===== src/core/sdw_pkg.sv =====
// Shared constants and types for the serial converter write port
`default_nettype none
package sdw_pkg;
   // ------------------------------------------------------------
   // Frame layout
   // ------------------------------------------------------------
   localparam int         FRAME_BITS    = 24;
   localparam int         CODE_BITS     = 16;
   localparam int         MODE_HI_POS   = 17;
   localparam int         MODE_LO_POS   = 16;
   localparam int         SEG_BITS      = 4;
   localparam int         SEG_COUNT     = 15;
   localparam int         LADDER_BITS   = 12;
   localparam logic [4:0] CNT_RESET     = 5'h00;
   localparam logic [4:0] CNT_LAST      = 5'h17;
   localparam logic [15:0] CODE_MID     = 16'h8000;
   localparam logic [15:0] CODE_ZERO    = 16'h0000;
   localparam logic [23:0] SOFT_RESET_WORD = 24'hffffff;

   // ------------------------------------------------------------
   // Timing (host side, core clock 10 MHz)
   // ------------------------------------------------------------
   localparam int         CORE_CLK_HZ   = 10_000_000;
   localparam int         SEL_HIGH_NS   = 33;
   localparam int         SEL_HIGH_CYC  =
      ((SEL_HIGH_NS * (CORE_CLK_HZ / 1_000_000) + 999) / 1000) < 1 ? 1 :
      ((SEL_HIGH_NS * (CORE_CLK_HZ / 1_000_000) + 999) / 1000);
   localparam int         LINK_MAX_HZ   = 30_000_000;
   localparam int         HALF_DIV      = 4; // Shift clock = core / (2*HALF_DIV)
   localparam int         WAKE_CYC      = 50; // Power-down exit, 5 us worst case

   // ------------------------------------------------------------
   // Host register map (Avalon word addresses)
   // ------------------------------------------------------------
   localparam logic [1:0] REG_TXWORD    = 2'h0;
   localparam logic [1:0] REG_CTRL      = 2'h1;
   localparam logic [1:0] REG_STATUS    = 2'h2;
   localparam logic [31:0] READ_UNMAPPED = 32'h00000000;

   typedef enum logic [1:0] {
      MODE_NORMAL,
      MODE_TRISTATE,
      MODE_PULL_100K,
      MODE_PULL_1K
   } sdw_mode_t;
endpackage
`default_nettype wire


===== src/core/sdw_link_if.sv =====
// Three-wire link between host and converter write port
`default_nettype none
interface sdw_link_if;
   logic frameSelN;
   logic shiftClk;
   logic serialData;
   modport host   (output frameSelN, output shiftClk, output serialData);
   modport device (input frameSelN, input shiftClk, input serialData);
endinterface
`default_nettype wire


===== src/core/sdw_device.sv =====
// Converter write port: serial receiver, mode and code registers, decoder
// What this block does
// - frame starts on select falling edge only
// - sample data each shift clock fall
// - execute command on 24th falling edge
// - host keeps select high 33 ns
// - host may park select low idle
// - host shift clock at most 30 MHz
// - word holds mode bits then code
// - mode from bits 17 and 16
// - mode codes normal, tristate, 100k, 1k
// - power-down disconnects output, stops core
// - power-down word still loads its code
// - host waits recovery after leaving power-down
// - early select rise discards frame
// - preset code at power-up until write
// - all-ones word triggers software reset
// - select rise cannot abort software reset
// - code is straight binary
// - top four bits to 15 thermometer segments
// - host sends most significant bit first
//
// The Avalon-MM register port and the placing of the registers were left to the implementer.
`default_nettype none
module sdw_device
   import sdw_pkg::*;
#(
   parameter bit PRESET_MID = 1'b1
) (
   input  wire logic                   core_clk,
   input  wire logic                   srst,
   sdw_link_if.device                  link,
   output var  logic [CODE_BITS-1:0]   dacCode,
   output var  sdw_mode_t              opMode,
   output var  logic                   outputConnected,
   output var  logic                   coreEnabled,
   output var  logic                   pull100k,
   output var  logic                   pull1k,
   output var  logic [SEG_COUNT-1:0]   segmentSwitches,
   output var  logic [LADDER_BITS-1:0] ladderSwitches,
   output var  logic                   softResetPulse
);
   // ------------------------------------------------------------
   // Pin sampling
   // ------------------------------------------------------------
   logic [2:0] pinSync;
   logic       selN;
   logic       sclk;
   logic       sdin;

   // One shared two-stage path keeps select, clock and data aligned
   sdw_sync2 #(.WIDTH(3)) u_sdw_sync2 (
      .core_clk (core_clk),
      .srst     (srst),
      .async    ({link.frameSelN, link.shiftClk, link.serialData}),
      .synced   (pinSync)
   );
   assign {selN, sclk, sdin} = pinSync;

   // ------------------------------------------------------------
   // Code decoding
   // ------------------------------------------------------------
   // Thermometer steps move one switch per code step, keeping glitches small
   function automatic logic [SEG_COUNT-1:0] thermo(input logic [SEG_BITS-1:0] v);
      logic [SEG_COUNT-1:0] t;
      t = '0;
      for (int i = 0; i < SEG_COUNT; i++) begin
         t[i] = (32'(v) > i);
      end
      return t;
   endfunction

   function automatic logic [SEG_COUNT-1:0] thermoSeg(input logic [CODE_BITS-1:0] c);
      return thermo(c[CODE_BITS-1 -: SEG_BITS]);
   endfunction

   // ------------------------------------------------------------
   // Receiver state
   // ------------------------------------------------------------
   logic                 selN_q, selN_d;
   logic                 sclk_q, sclk_d;
   logic                 armed_q, armed_d;
   logic [4:0]           cnt_q, cnt_d;
   logic [FRAME_BITS-1:0] shift_q, shift_d;
   logic [CODE_BITS-1:0] code_q, code_d;
   sdw_mode_t            mode_q, mode_d;
   logic                 swr_q, swr_d;
   logic                 conn_q, conn_d;
   logic                 en_q, en_d;
   logic                 p100_q, p100_d;
   logic                 p1k_q, p1k_d;
   logic [SEG_COUNT-1:0] seg_q, seg_d;
   logic [LADDER_BITS-1:0] lad_q, lad_d;

   logic                 selFall;
   logic                 selRise;
   logic                 clkFall;
   logic [FRAME_BITS-1:0] word;
   logic [CODE_BITS-1:0] presetCode;

   // ------------------------------------------------------------
   // Next-state logic
   // ------------------------------------------------------------
   // Serial receiver and stored registers; edges come from the synced pins
   always_comb begin
      selFall    = selN_q & ~selN;
      selRise    = ~selN_q & selN;
      clkFall    = sclk_q & ~sclk;
      presetCode = PRESET_MID ? CODE_MID : CODE_ZERO;
      word       = {shift_q[FRAME_BITS-2:0], sdin};
      selN_d     = selN;
      sclk_d     = sclk;
      armed_d    = armed_q;
      cnt_d      = cnt_q;
      shift_d    = shift_q;
      code_d     = code_q;
      mode_d     = mode_q;
      swr_d      = 1'b0;
      if (selFall) begin
         armed_d = 1'b1;
         cnt_d   = CNT_RESET;
         shift_d = '0;
      end else if (selRise || !armed_q) begin
         // Early rise drops the partial word; soft reset already ran at once
         armed_d = 1'b0;
         cnt_d   = CNT_RESET;
         shift_d = '0;
      end else if (clkFall) begin
         shift_d = word;
         if (cnt_q == CNT_LAST) begin
            // Frame complete: act at once, then wait for a new select fall
            armed_d = 1'b0;
            cnt_d   = CNT_RESET;
            if (word == SOFT_RESET_WORD) begin
               // Executed on the same edge, so a later rise cannot abort it
               swr_d  = 1'b1;
               code_d = presetCode;
               mode_d = MODE_NORMAL;
            end else begin
               code_d = word[CODE_BITS-1:0];
               mode_d = sdw_mode_t'({word[MODE_HI_POS], word[MODE_LO_POS]});
            end
         end else begin
            cnt_d = cnt_q + 5'h01;
         end
      end
      // Output stage control follows the stored mode
      conn_d = (mode_d == MODE_NORMAL);
      en_d   = (mode_d == MODE_NORMAL);
      p100_d = (mode_d == MODE_PULL_100K);
      p1k_d  = (mode_d == MODE_PULL_1K);
      seg_d  = thermoSeg(code_d);
      lad_d  = code_d[LADDER_BITS-1:0];
   end

   // ------------------------------------------------------------
   // Registers
   // ------------------------------------------------------------
   // Register everything; reset stands in for power-on
   always_ff @(posedge core_clk) begin
      if (srst) begin
         selN_q  <= 1'b1;
         sclk_q  <= 1'b1;
         armed_q <= 1'b0;
         cnt_q   <= CNT_RESET;
         shift_q <= '0;
         code_q  <= PRESET_MID ? CODE_MID : CODE_ZERO;
         mode_q  <= MODE_NORMAL;
         swr_q   <= 1'b0;
         conn_q  <= 1'b1;
         en_q    <= 1'b1;
         p100_q  <= 1'b0;
         p1k_q   <= 1'b0;
         seg_q   <= PRESET_MID ? 15'h00ff : 15'h0000;
         lad_q   <= '0;
      end else begin
         selN_q  <= selN_d;
         sclk_q  <= sclk_d;
         armed_q <= armed_d;
         cnt_q   <= cnt_d;
         shift_q <= shift_d;
         code_q  <= code_d;
         mode_q  <= mode_d;
         swr_q   <= swr_d;
         conn_q  <= conn_d;
         en_q    <= en_d;
         p100_q  <= p100_d;
         p1k_q   <= p1k_d;
         seg_q   <= seg_d;
         lad_q   <= lad_d;
      end
   end

   // ------------------------------------------------------------
   // Outputs
   // ------------------------------------------------------------
   // Every output is a register, so the switches never see a decode glitch
   assign dacCode         = code_q;
   assign opMode          = mode_q;
   assign outputConnected = conn_q;
   assign coreEnabled     = en_q;
   assign pull100k        = p100_q;
   assign pull1k          = p1k_q;
   assign segmentSwitches = seg_q;
   assign ladderSwitches  = lad_q;
   assign softResetPulse  = swr_q;
endmodule
`default_nettype wire


===== src/core/sdw_sync2.sv =====
// Two-flop synchroniser for a bundle of levels
`default_nettype none
module sdw_sync2 #(
   parameter int WIDTH = 3
) (
   input  wire logic             core_clk,
   input  wire logic             srst,
   input  wire logic [WIDTH-1:0] async,
   output var  logic [WIDTH-1:0] synced
);
   logic [WIDTH-1:0] meta_q;
   logic [WIDTH-1:0] meta_d;
   logic [WIDTH-1:0] synced_d;

   // First stage feeds only the second
   always_comb begin
      meta_d   = async;
      synced_d = meta_q;
   end

   always_ff @(posedge core_clk) begin
      if (srst) begin
         meta_q <= '1;
         synced <= '1;
      end else begin
         meta_q <= meta_d;
         synced <= synced_d;
      end
   end
endmodule
`default_nettype wire


===== src/flat_wrapper.sv =====
// flat-port wrapper written by rule: the top's interface ports become plain ports
module sdw_device_flat import sdw_pkg::*;
#(
   parameter bit PRESET_MID = 1'b1
)
  (core_clk, srst, dacCode, opMode, outputConnected, coreEnabled, pull100k, pull1k, segmentSwitches, ladderSwitches, softResetPulse, link_frameSelN, link_shiftClk, link_serialData);
  sdw_link_if link_i ();
  input  wire logic core_clk;
  input  wire logic srst;
  output var  logic [CODE_BITS-1:0] dacCode;
  output var  sdw_mode_t opMode;
  output var  logic outputConnected;
  output var  logic coreEnabled;
  output var  logic pull100k;
  output var  logic pull1k;
  output var  logic [SEG_COUNT-1:0] segmentSwitches;
  output var  logic [LADDER_BITS-1:0] ladderSwitches;
  output var  logic softResetPulse;
  input wire logic [$bits(link_i.frameSelN)-1:0] link_frameSelN;
  input wire logic [$bits(link_i.shiftClk)-1:0] link_shiftClk;
  input wire logic [$bits(link_i.serialData)-1:0] link_serialData;
  assign link_i.frameSelN = link_frameSelN;
  assign link_i.shiftClk = link_shiftClk;
  assign link_i.serialData = link_serialData;
  sdw_device #(.PRESET_MID(PRESET_MID)) u_core (.core_clk(core_clk), .srst(srst), .link(link_i), .dacCode(dacCode), .opMode(opMode), .outputConnected(outputConnected), .coreEnabled(coreEnabled), .pull100k(pull100k), .pull1k(pull1k), .segmentSwitches(segmentSwitches), .ladderSwitches(ladderSwitches), .softResetPulse(softResetPulse));
endmodule

===== config.mk =====
export PLATFORM = sky130hd
export DESIGN_NAME = sdw_device_flat
export DESIGN_NICKNAME = d
export VERILOG_FILES = /design/src/core/sdw_pkg.sv /design/src/core/sdw_link_if.sv /design/src/core/sdw_device.sv /design/src/core/sdw_sync2.sv /design/src/flat_wrapper.sv
export SDC_FILE = /design/constraint.sdc
export NUM_CORES = 1
export LEC_CHECK = 0
export BUFFER_PORTS_ARGS = -buffer_cell sky130_fd_sc_hd__buf_2
export CORE_MARGIN = 4
export CORE_UTILIZATION = 35
export CTS_BUF_LIST = sky130_fd_sc_hd__clkbuf_8
export DETAILED_ROUTE_END_ITERATION = 8
export PLACE_DENSITY = 0.65
export SLEW_MARGIN = 20
export SYNTH_ARGS = -nofsm -noshare
export SYNTH_HDL_FRONTEND = slang
export SYNTH_HIERARCHICAL = 1
export SYNTH_SLANG_ARGS = --single-unit

===== constraint.sdc =====
create_clock -name core_clk -period 2.5 [get_ports core_clk]
set_input_delay 0.625 -clock core_clk [delete_from_list [all_inputs] [get_ports core_clk]]
set_output_delay 0.625 -clock core_clk [all_outputs]
set_load 0.005 [all_outputs]

# Word-level counts from Yosys, hierarchy flattened
# Cells that the tools add are included.
# totals
reg_bits,86
word_cells,67
# op_classes
bitwise_logic,8
eq_ne,4
addsub,1
order_cmp,15
n_reduce_logical,8
n_mux,16
# ops
cell,n
$mux 16,5
$gt 4x4->1 const B,7
$eq 24x24->1 const B,1
$gt 4x3->1 const B,4
$mux 2,5
$gt 4x1->1 const B,2
$gt 4x2->1 const B,2
$reduce_bool 3->1,2
$add 5x1->5 const B,1
$eq 5x5->1 const B,1
$mux 1,5
$mux 5,1
$not 1->1,5
$reduce_or 5->1,1
$eq 2x2->1 const B,2
$and 1x1->1,3
$reduce_or 3->1,1
$logic_not 2->1,1
$reduce_and 2->1,1
$logic_not 1->1,1
$logic_or 1x1->1,1

# Longest topological paths before layout
# Gate-level depths: netlist of run 1.
# logic_depth
depth_word,7
mapped_depth,8
ltp_nobuf,6

# Modules after synthesis
# The synthesis of run 1 kept the hierarchy.
# by_module_without_submodules
mod,instances,cells_each,seq_area_each_um2,area_each_um2
sdw_device,1,300,1361.3,2628.8
sdw_sync2,1,12,120.1,157.7

# Least setup slack after synthesis of run 1
# Ideal clock, no wire load.
# synth_path
path_type,flip-flop to flip-flop
startpoint,register u_core.shift_q[12]
endpoint,register u_core.code_q[10] (netlist: u_core/dacCode[10])
arrival_time_ns,1.846
stages_incl_launch_ff,8
path_buffers,2
setup_slack_ns,0.525
required_ns,2.371
synth_period_minus_slack_ns,1.975
cell_sequence,dfxtp_1 buf_4 nand4_1 or4_4 nor3_4 buf_6 a2bb2oi_1 nor2_1
# synth_via
elab_chain_len,6
# synth_rtl
item,line_no,text
"start, declared",sdw_device.sv:84,"logic [FRAME_BITS-1:0] shift_q, shift_d;"
"start signal, assigned",sdw_device.sv:181,shift_q <= shift_d;
$eq 24x24->1,sdw_device.sv:134,if (word == SOFT_RESET_WORD) begin
$mux 16,sdw_device.sv:134,
$mux 16,sdw_device.sv:130,if (cnt_q == CNT_LAST) begin
$mux 16,sdw_device.sv:128,end else if (clkFall) begin
$mux 16,sdw_device.sv:123,end else if (selRise || !armed_q) begin
$mux 16,sdw_device.sv:119,if (selFall) begin
"end signal, assigned",sdw_device.sv:167,code_q <= PRESET_MID ? CODE_MID : CODE_ZERO;
"end signal, assigned",sdw_device.sv:182,code_q <= code_d;
"end, declared",sdw_device.sv:85,"logic [CODE_BITS-1:0] code_q, code_d;"
# Every way passes these cells.
# A chain may end at the register's enable or synchronous reset.

# Worst setup path after layout of run 1
# layout_path
startpoint,register u_core.cnt_q[0]
endpoint,register u_core.seg_q[8] (netlist: u_core/segmentSwitches[8])
# layout_via
elab_chain_len,6
# layout_rtl
item,line_no,text
"start, declared",sdw_device.sv:83,"logic [4:0] cnt_q, cnt_d;"
"start signal, assigned",sdw_device.sv:180,cnt_q <= cnt_d;
$eq 5x5->1,sdw_device.sv:130,
$mux 16,sdw_device.sv:130,
$mux 16,sdw_device.sv:128,
$mux 16,sdw_device.sv:123,
$mux 16,sdw_device.sv:119,
$gt 4x4->1,sdw_device.sv:68,t[i] = (32'(v) > i);
"end signal, assigned",sdw_device.sv:174,seg_q <= PRESET_MID ? 15'h00ff : 15'h0000;
"end signal, assigned",sdw_device.sv:189,seg_q <= seg_d;
"end, declared",sdw_device.sv:92,"logic [SEG_COUNT-1:0] seg_q, seg_d;"
# Every way passes these cells.

==> results of run 1 <==
==> per-layer routing <==
layer  vias to the layer above  GRT usage  wire, um
li1                       1121          -         -
met1                      1051      0.153      2650
met2                        48      0.220      2720
met3                        10     0.0467       337
met4                         0     0.0564        94
met5                         -          0         0
==> through the flow <==
stage / instances / hold slack, ps / cell area, sq um
floorplan: 312 / 383 / 2790
global placement: 444 / 388 / 3060
detailed placement: 444 / 391 / 3060
CTS: 460 / 410 / 3250
global route: 460 / 439 / 3250
finish: 460 / 406 / 3250
==> how the worst max path moves through the flow <==
stage                                           endpoint  slack (ps)  cells after the start
global placement    u_core/segmentSwitches[4]$_SDFF_PP1_         500                      6
global route        u_core/segmentSwitches[0]$_SDFF_PP1_         230                      7
detailed placement            u_core/pull100k$_SDFF_PP0_         450                      6
floorplan                u_core/dacCode[10]$_SDFFE_PP0P_         530                      7
finish              u_core/segmentSwitches[8]$_SDFF_PP0_         430                      7
CTS                           u_core/pull100k$_SDFF_PP0_         420                      6
==> cells in the mapped netlist (all sizes together) (3+ instances only) <==
library cell,count
a21oi,29
a2bb2oi,16
buf,16
clkbuf,16
dfxtp,74
inv,3
nand2,69
nand3,4
nand4,13
nor2,24
nor2b,3
nor3,6
o21a,3
o21ai,6
or2,9
==> where the power goes <==
| group | leakage, nW | internal, W | switching [W] |
|---|---|---|---|
| clock network | 0.0944 | 0.000438 | 0.000420 |
| logic | 0.576 | 0.0000107 | 0.0000253 |
| registers | 0.598 | 0.00118 | 0.00000381 |
==> cell families (layout without fill, tap and decap cells) <==
kind of cell / after synthesis / count (layout) / synth area share
xor gates and xnor gates: 4 / 4 / 0.0126
AOI/OAI and AO/OA: 57 / 57 / 0.141
DFF: 74 / 74 / 0.532
adders and majority gates: 1 / 1 / 0.00449
and+or+nand+nor: 140 / 140 / 0.238
muxes: 1 / 1 / 0.00359
buffers and inverters: 35 / 81 / 0.0687
==> critical path, delay by kind of cell (launching register included) <==
family          cells  cell delay, ps
flops               1             360
fa+ha+maj           1             180
simple gates        3             690
buf+inv             1             250
compound gates      2             470
==> state kept, by name, indices dropped and copies added (netlist names) <==
register                   count
u_core/pull1k                  1
u_core/coreEnabled             1
u_core/sclk_q                  1
u_core/opMode                  2
u_core/segmentSwitches        15
u_core/u_sdw_sync2/meta_q      3
u_core/pull100k                1
u_core/softResetPulse          1
u_core/cnt_q                   5
u_core/armed_q                 1
u_core/shift_q                23
u_core/dacCode                16
u_core/u_sdw_sync2/synced      3
u_core/selN_q                  1
==> cell type report <==
cell class                 instances  area, sq um  share of cell area
inverter                           3         11.3             0.00346
timing repair buffer              62          330               0.101
clock inverter                     4         25.0             0.00769
sequential                        74         1480               0.455
multi-input combinational        203         1110               0.342
tap                              102          128              0.0392
clock buffer                      12          165              0.0507
==> flow_summary.yaml, run 1 <==
clocking:
  ctsHtreeMaxLevel: 3
  clk_pin_slew_ps: 70
  ctsResizeCount: 0
  postCtsSetupRepairBufs: 0
  cts_tree: "done"
  root_buffer: "clkbuf_8"
  clkSinkCount: 74
  postCtsHoldBufs: 0
  clk_latency_ps: 350
  clockBufferDepth: 2
  cts_buffers: 9
logic_synthesis:
  ys_top_cells_by_area: "dfxtp_1 (53%), nand2_1 (9.3%), a21oi_1 (5.2%)"
  ys_seq_area_frac: 0.532
  syn_nets: 318
  synth_enable_flop_cells: 0
  synth_area_sq_mm: 0.00279
  synth-seq-cells: 74
  synth_top_area_cell: "dfxtp_1"
  syn_inst: 312
  netlist.area_leader.share: 0.532
  ys.flop_type: "dfxtp_1"
  syn_area_per_cell_sq_um: 8.93
  yosys_warnings: 6
  synth.distinct_cells: 37
  synthArstFlopShare: 0
timing:
  layout_setup_ws_ps: 433
  fin_tns_setup_ps: 0
  tightestPinTransition_ps: 894
  hold_violations: 0
  slew_headroom: 0.404
  finalCritPeriodShare: 0.827
  max_freq_ghz: 0.484
  skew_ps: 7.45
  period_minus_slack_ps: 2070
  drv_slew: 0
  setup_viol: 0
  rsz0062_at_grt: "false"
setup_path:
  max_stage_delay_ps: 360
  reg2reg_from: "u_core/cnt_q[0]$_SDFFE_PP0P_"
  critPathMaxFanout: 21
  crit_chain: "ha_1, nand4b_1, nand4b_1, buf_4, and2_1, a21oi_1, a21oi_1"
  reg2reg_depth: 7
  crit_arrival_ps: 2300
  reg2reg_slack_ps: 430
  end_kind: "register"
  timing.rr.end: "u_core/segmentSwitches[8]$_SDFF_PP0_"
  worst_path_max_delay_cell: "dfxtp_1"
  critPathKind: "register to register"
  worstSetupStartpoint: "u_core/cnt_q[0]$_SDFFE_PP0P_"
  required_ps: 2730
  cp-start-kind: "register"
power:
  power_density_mw_per_mm2: 640
  p_leak_nw: 1.27
  finalPower_w: 0.00208
  vdd_drop_max_v: 0.000453
hold_path:
  min_path_type: "register to register"
  whs_path_depth: 1
  hold_path_end: "u_core/u_sdw_sync2/synced[2]$_SDFF_PP1_"
  min_from: "u_core/u_sdw_sync2/meta_q[2]$_SDFF_PP1_"
floorplan:
  pin_count: 55
  placementRows: 32
  die_w_um: 97.2
  dieArea_sq_mm: 0.00945
  initial_core_util: 0.361
  core_sq_mm: 0.00773
  die_h_um: 97.2
grt:
  grt_usage: 0.132
  grt_pass1_wl_um: 10300
  grt_max_degree: 31
  grt_pass1_vias: 2304
  overflow: 0
  antenna_found_initial: 0
cells_and_area:
  mostFrequentLayoutCells: "dfxtp_1 (74), nand2_1 (69), buf_2 (54)"
  n_antenna_cell: 0
  nNetsFinal: 359
  drive_above_1_share: 0.246
  final_common_cell: "dfxtp_1"
  fillCellCount: 762
  syn_to_final_growth_pct: 16.8
  fin_util: 0.421
placed_design:
  place_congestion: 0.813
  dp_hpwl_um: 4100
  port-buffer-count: 54
  place_ws_ps: 452
outcome:
  outcome: "completed"
routing:
  drc: 0
  post_drt_wl_per_cell_um: 12.6
  ant_nets: 0
  dr.first_iter.drc_count: 137
  viasPerCell: 4.85
  firstDrtPassIters: 4
  drt-total-wl_um: 5800
  dr_total_vias: 2230
run:
  maxCapViolations: 0
No activity file was read; power rests on OpenSTA's default activity.
==> run 2: changes to the inputs <==
- PLACE_DENSITY: 0.65 -> 0.67
- clock period: 2.5 -> 1.7 ns (I/O delays scaled with it)
==> run 2 against run 1 <==
  * The flow now finishes with violations (negative setup slack)
  * Utilization is 6.8 points higher
  * Combinational power up 75%
  * Wire length grew 10%
  * Sequential power grew 47%
  * Setup slack got worse by 520 ps
  * Sequential share of layout area is 6.0 points lower
  * Count of clock-buffer cells in the layout decreased by 3
  * Sequential cell count is the same
  * Largest cell class unchanged
  * Non-clock buffer count increased by 41
  * Total power grew 58%
  * Clock power is 74% higher
  * Design area up 16%
==> flow_summary.yaml, run 2 (synthesized netlist as in run 1, its figures left out) <==
power:
  combinationalPowerShare: 0.019
  p_leak_nw: 1.51
  p_clk_frac: 0.451
  power.net_switching_w: 0.000708
  finalPower_w: 0.00330
  vdd_drop_max_v: 0.000464
  swShare: 0.215
  power_density_mw_per_mm2: 873
  p_int_w: 0.00259
  seqPwrFrac: 0.530
cells_and_area:
  nNetsFinal: 400
  top_register: "u_core/shift_q"
  mostFrequentLayoutCells: "nand2_1 (69), dfxtp_1 (65), buf_2 (55)"
  drive_above_1_share: 0.396
  syn_to_final_growth_pct: 35.5
  finalNonFillerCells: 501
  n_antenna_cell: 0
  largest_reg_flops: 23
  final_common_cell: "nand2_1"
  postLayoutCellArea_sq_mm: 0.00378
outcome:
  violations: "negative setup slack"
  outcome: "complete, but fails checks"
placed_design:
  dpl_cell_area_sq_mm: 0.00340
  port-buffer-count: 54
  place_ws_ps: -86.4
  dp_hpwl_um: 4310
  place_inst: 477
  place_congestion: 0.778
hold_path:
  whs_path_depth: 2
  min_path_type: "input port to register"
setup_path:
  max_stage_delay_ps: 540
  reg2reg_depth: 6
  worst_path_max_delay_cell: "or4_4"
  critPathTopFamily: "simple AND/OR/NAND/NOR gates"
  end_kind: "register"
  path_depth: 6
  required_ps: 1990
  cp-start-kind: "register"
  crit_chain: "nand4_1, or4_4, nor3_4, buf_6, a2bb2oi_4, nor3b_2"
  path_buf_inv: 1
  critPathMaxFanout: 7
  crit_arrival_ps: 2070
  critPathKind: "register to register"
timing:
  fin_tns_setup_ps: -1500
  slew_headroom: 0.754
  skew_ps: 11.2
  hold_violations: 0
  max_freq_ghz: 0.559
  setup_viol: 23
  tightestPinTransition_ps: 368
  period_minus_slack_ps: 1790
  rsz0062_at_grt: "true"
  finalCritPeriodShare: 1.05
  layout_setup_ws_ps: -89.1
  drv_slew: 0
floorplan:
  die_w_um: 97.2
  core_sq_mm: 0.00773
  placementRows: 32
  dieArea_sq_mm: 0.00945
  initial_core_util: 0.361
  die_h_um: 97.2
  pin_count: 55
grt:
  grt_max_degree: 28
  grt_pass1_vias: 2239
  antenna_found_initial: 0
  overflow: 0
  grt_usage: 0.136
  grt_pass1_wl_um: 10400
routing:
  dr_total_vias: 2391
  drc: 0
  viasPerCell: 4.77
  drt-total-wl_um: 6370
  ant_nets: 0
  firstDrtPassIters: 4
  post_drt_wl_per_cell_um: 12.7
  dr.first_iter.drc_count: 86
clocking:
  clockBufferDepth: 2
  cts_buffers: 9
  clk_latency_ps: 350
  root_buffer: "clkbuf_8"
  ctsHtreeMaxLevel: 3
  cts_tree: "done"
  clkSinkCount: 74
  clk_pin_slew_ps: 80
  postCtsHoldBufs: 0
run:
  maxCapViolations: 0
==> run 2: changes by cell type in the layout (fill, tap and decap cells not counted), sizes merged <==
| cell | previous run | this run |
|---|---|---|
| clkinvlp | 2 | 1 |
| clkbuf | 12 | 9 |
| buf | 62 | 103 |
| inv | 3 | 5 |
| bufinv | 0 | 2 |
==> run 2: power by group through the flow <==
stage               registers [W]  logic (W)  clock network, W
floorplan                 0.00179  0.0000397                 0
global placement          0.00179  0.0000607                 0
detailed placement        0.00179  0.0000610                 0
CTS                       0.00175  0.0000616           0.00153
global route              0.00175  0.0000701           0.00158
finish                    0.00175  0.0000630           0.00149
==> run 2: path summary, 6_finish.rpt <==
check	startpoint	endpoint	slack (ps)
max	u_core/shift_q[8]$_SDFFE_PP0P_	u_core/pull100k$_SDFF_PP0_	-90
min	link_serialData	u_core/u_sdw_sync2/meta_q[0]$_SDFF_PP1_	250
max reg2reg	u_core/shift_q[8]$_SDFFE_PP0P_	u_core/pull100k$_SDFF_PP0_	-90
min reg2reg	u_core/u_sdw_sync2/meta_q[1]$_SDFF_PP1_	u_core/u_sdw_sync2/synced[1]$_SDFF_PP1_	410
==> run 2: final cells by class <==
cell class / instances / area, sq um
Tap cell: 102 / 128
Timing Repair Buffer: 103 / 654
Clock buffer: 9 / 124
Clock inverter: 7 / 93.8
Fill cell: 719 / 3950
Multi-Input combinational cell: 203 / 1270
Sequential cell: 74 / 1490
Inverter: 3 / 11.3
==> run 2: metal layers <==
layer / vias up / part of all wire / global-route usage
met2: 56 / 0.48 / 0.219
met3: 11 / 0.063 / 0.0380
met5: - / 0 / 0
met1: 1113 / 0.44 / 0.166
li1: 1211 / - / -
met4: 0 / 0.019 / 0.0671
==> run 2: metrics by stage <==
stage               utilization  hold slack (ps)
floorplan                     -              383
global placement          0.440              393
detailed placement        0.440              392
CTS                       0.477              232
global route              0.489              249
finish                    0.489              252
==> run 2: timing repair <==
item / 4_1_cts / 5_1_grt
cloned: 0 / 1
resized for setup: 12 / 13
setup buffers: 3 / 5
pin swaps: 7 / 5
setup endpoints to repair: 30 / 36
==> run 3: changes to the inputs <==
- ABC_AREA: unset -> 1
- SLEW_MARGIN: 20 -> unset
==> run 3 against run 2 <==
  * The run now ends clean
  * Sequential share of layout area increased by 3.2 points
  * Critical path depth increased by 4
  * Synthesized cell count increased by 9.9%
  * Final cell count decreased by 0.20%
  * Utilization decreased by 4.3 points
  * Via count decreased by 2.4%
  * Largest cell class unchanged
==> flow_summary.yaml, run 3 <==
power:
  seqPwrFrac: 0.524
  power.net_switching_w: 0.000700
  combinationalPowerShare: 0.022
  p_clk_frac: 0.455
  p_leak_nw: 1.41
  swShare: 0.210
  p_int_w: 0.00263
  power_density_mw_per_mm2: 956
  vdd_drop_max_v: 0.000453
routing:
  ant_nets: 0
  viasPerCell: 4.67
  dr_total_vias: 2334
  post_drt_wl_per_cell_um: 12.0
  drt-total-wl_um: 5980
  drc: 0
  firstDrtPassIters: 4
  dr.first_iter.drc_count: 110
hold_path:
  whs_path_depth: 3
  min_from: "link_frameSelN"
  hold_path_end: "u_core/u_sdw_sync2/meta_q[2]$_SDFF_PP1_"
  min_path_type: "input port to register"
cells_and_area:
  syn_to_final_growth_pct: 22.3
  mostFrequentLayoutCells: "nand2_1 (73), dfxtp_1 (72), buf_2 (54)"
  drive_above_1_share: 0.304
  top_register: "u_core/shift_q"
  postLayoutCellArea_sq_mm: 0.00348
  multi_input_area_sq_mm: 0.00115
  largest_reg_flops: 23
  final_common_cell: "nand2_1"
  fillCellCount: 762
  fin_util: 0.446
  nNetsFinal: 399
  n_antenna_cell: 0
  regArea_sq_mm: 0.00149
clocking:
  clk_pin_slew_ps: 80
  cts_tree: "done"
  clk_latency_ps: 340
  cts_buffers: 9
  clkSinkCount: 74
  clockBufferDepth: 2
  ctsHtreeMaxLevel: 3
  postCtsHoldBufs: 0
  root_buffer: "clkbuf_8"
grt:
  grt_pass1_wl_um: 9940
  overflow: 0
  grt_max_degree: 29
  grt_usage: 0.126
  grt_pass1_vias: 2134
  antenna_found_initial: 0
setup_path:
  max_stage_delay_ps: 370
  worst_path_max_delay_cell: "dfxtp_4"
  reg2reg_depth: 10
  crit_path_frequent_cell: "nand2_2"
  end_kind: "register"
  cp-start-kind: "register"
  reg2reg_slack_ps: 80
  required_ps: 1930
  path_buf_inv: 1
  critPathTopFamily: "simple AND/OR/NAND/NOR gates"
  critPathKind: "register to register"
  timing.rr.end: "u_core/segmentSwitches[8]$_SDFF_PP0_"
  crit_arrival_ps: 1860
  crit_chain: "ha_4, nand2_2, nor2_4, nand3b_4, nor2_8, inv_4, nand2_2, nand2_2, nor2_4, a21oi_1"
  reg2reg_from: "u_core/cnt_q[1]$_SDFFE_PP0P_"
  critPathMaxFanout: 8
logic_synthesis:
  yosys_warnings: 6
  netlist.area_leader.share: 0.520
  synth_top_area_cell: "dfxtp_1"
  synthArstFlopShare: 0
  ys_top_cells_by_area: "dfxtp_1 (52%), nand2_1 (10%), a21oi_1 (6.9%)"
  synth_enable_flop_cells: 0
  ys.flop_type: "dfxtp_1"
  ys_seq_area_frac: 0.520
  synth_area_sq_mm: 0.00285
  syn_area_per_cell_sq_um: 8.30
  synth.distinct_cells: 31
  syn_inst: 343
  synth-seq-cells: 74
  yosysMostFrequentCell: "nand2_1"
  ys_top_cells_by_count: "nand2_1 (76), dfxtp_1 (74), a21oi_1 (39)"
  syn_nets: 349
outcome:
  outcome: "completed"
placed_design:
  port-buffer-count: 54
  dpl_cell_area_sq_mm: 0.00316
  place_congestion: 0.792
  dp_hpwl_um: 4160
timing:
  skew_ps: 9.04
  hold_violations: 0
  tightestPinTransition_ps: 492
  slew_headroom: 0.672
  finalCritPeriodShare: 0.954
  hold_ws_ps: 263
  setup_viol: 0
  fin_tns_setup_ps: 0
  max_freq_ghz: 0.616
  period_minus_slack_ps: 1620
  drv_slew: 0
floorplan:
  die_h_um: 98.2
  die_w_um: 98.2
  core_sq_mm: 0.00781
  placementRows: 32
  dieArea_sq_mm: 0.00964
  pin_count: 55
  initial_core_util: 0.365
run:
  maxCapViolations: 0
run 3: cell count changes after synthesis, moves of 5 or more:
cell       change
or2_1          -6
inv_1         +18
inv_2          +5
clkbuf_1       -7
nand3_1       +31
nand4_1       -12
nand2_2        +5
buf_2          +5
nand2_1        +7
a2bb2oi_1     -13
a21oi_1       +10
run 3: worst max-delay path by stage:
stage | slack (ps) | cells past startpoint | from | endpoint
floorplan | 150 | 10 | u_core/cnt_q[0]$_SDFFE_PP0P_ | u_core/segmentSwitches[8]$_SDFF_PP0_
global placement | 90 | 8 | u_core/cnt_q[0]$_SDFFE_PP0P_ | u_core/coreEnabled$_SDFF_PP1_
detailed placement | 30 | 10 | u_core/cnt_q[0]$_SDFFE_PP0P_ | u_core/segmentSwitches[8]$_SDFF_PP0_
CTS | 20 | 10 | u_core/cnt_q[0]$_SDFFE_PP0P_ | u_core/segmentSwitches[8]$_SDFF_PP0_
global route | -10 | 10 | u_core/cnt_q[1]$_SDFFE_PP0P_ | u_core/segmentSwitches[2]$_SDFF_PP1_
finish | 80 | 10 | u_core/cnt_q[1]$_SDFFE_PP0P_ | u_core/segmentSwitches[8]$_SDFF_PP0_
run 3: layer usage:
metal  up-vias  global-route usage  wire, um
li1       1191                   -         -
met4         0              0.0536        93
met2        50               0.207      2990
met3         7              0.0400       338
met5         -                   0         0
met1      1086               0.152      2560
run 3: repair_timing:
| item | CTS | global route |
|---|---|---|
| endpoints found under the setup margin | 0 | 31 |
| resized for setup | 0 | 17 |
| buffers inserted | 0 | 4 |
run 3: tightest hold or removal path, cell delays in order:
cell and delay [ps]:
buf_2 70, inv_1 30, nand2_1 50
run 3: logic make-up after synthesis:
group	share of synthesized area
AND/OR/NAND/NOR	0.275
flip-flops	0.520
buffers and inverters	0.0963
AO/OA/AOI/OAI	0.0980
XOR/XNOR	0.00615
adder cells (fa/ha/maj)	0.00439
run 3: stage by stage:
| step | total power (W) | cells | setup slack [ps] |
|---|---|---|---|
| final | 0.00333 | 500 | 77.6 |
| after floorplan | 0.00183 | 343 | 147 |
| after detailed placement | 0.00186 | 480 | 28.6 |
| after global placement | 0.00186 | 480 | 91.7 |
| after global routing | 0.00346 | 500 | -11.0 |
| after CTS | 0.00338 | 496 | 19.1 |
run 3: layout make-up:
type | count | area share
multi-input cells | 213 | 0.330
clock buffers | 10 | 0.0395
flip-flops and latches | 74 | 0.427
well taps | 102 | 0.0367
repair buffers | 67 | 0.109
inverters | 28 | 0.0323
clock inverters | 6 | 0.0255
run 3: power groups by stage:
stage / sequential, W / clock, W / combinational (W)
6_report: 0.00174 / 0.00151 / 0.0000718
5_1_grt: 0.00174 / 0.00163 / 0.0000812
4_1_cts: 0.00174 / 0.00156 / 0.0000727
3_5_place_dp: 0.00179 / 0 / 0.0000725
3_3_place_gp: 0.00179 / 0 / 0.0000718
2_1_floorplan: 0.00178 / 0 / 0.0000476
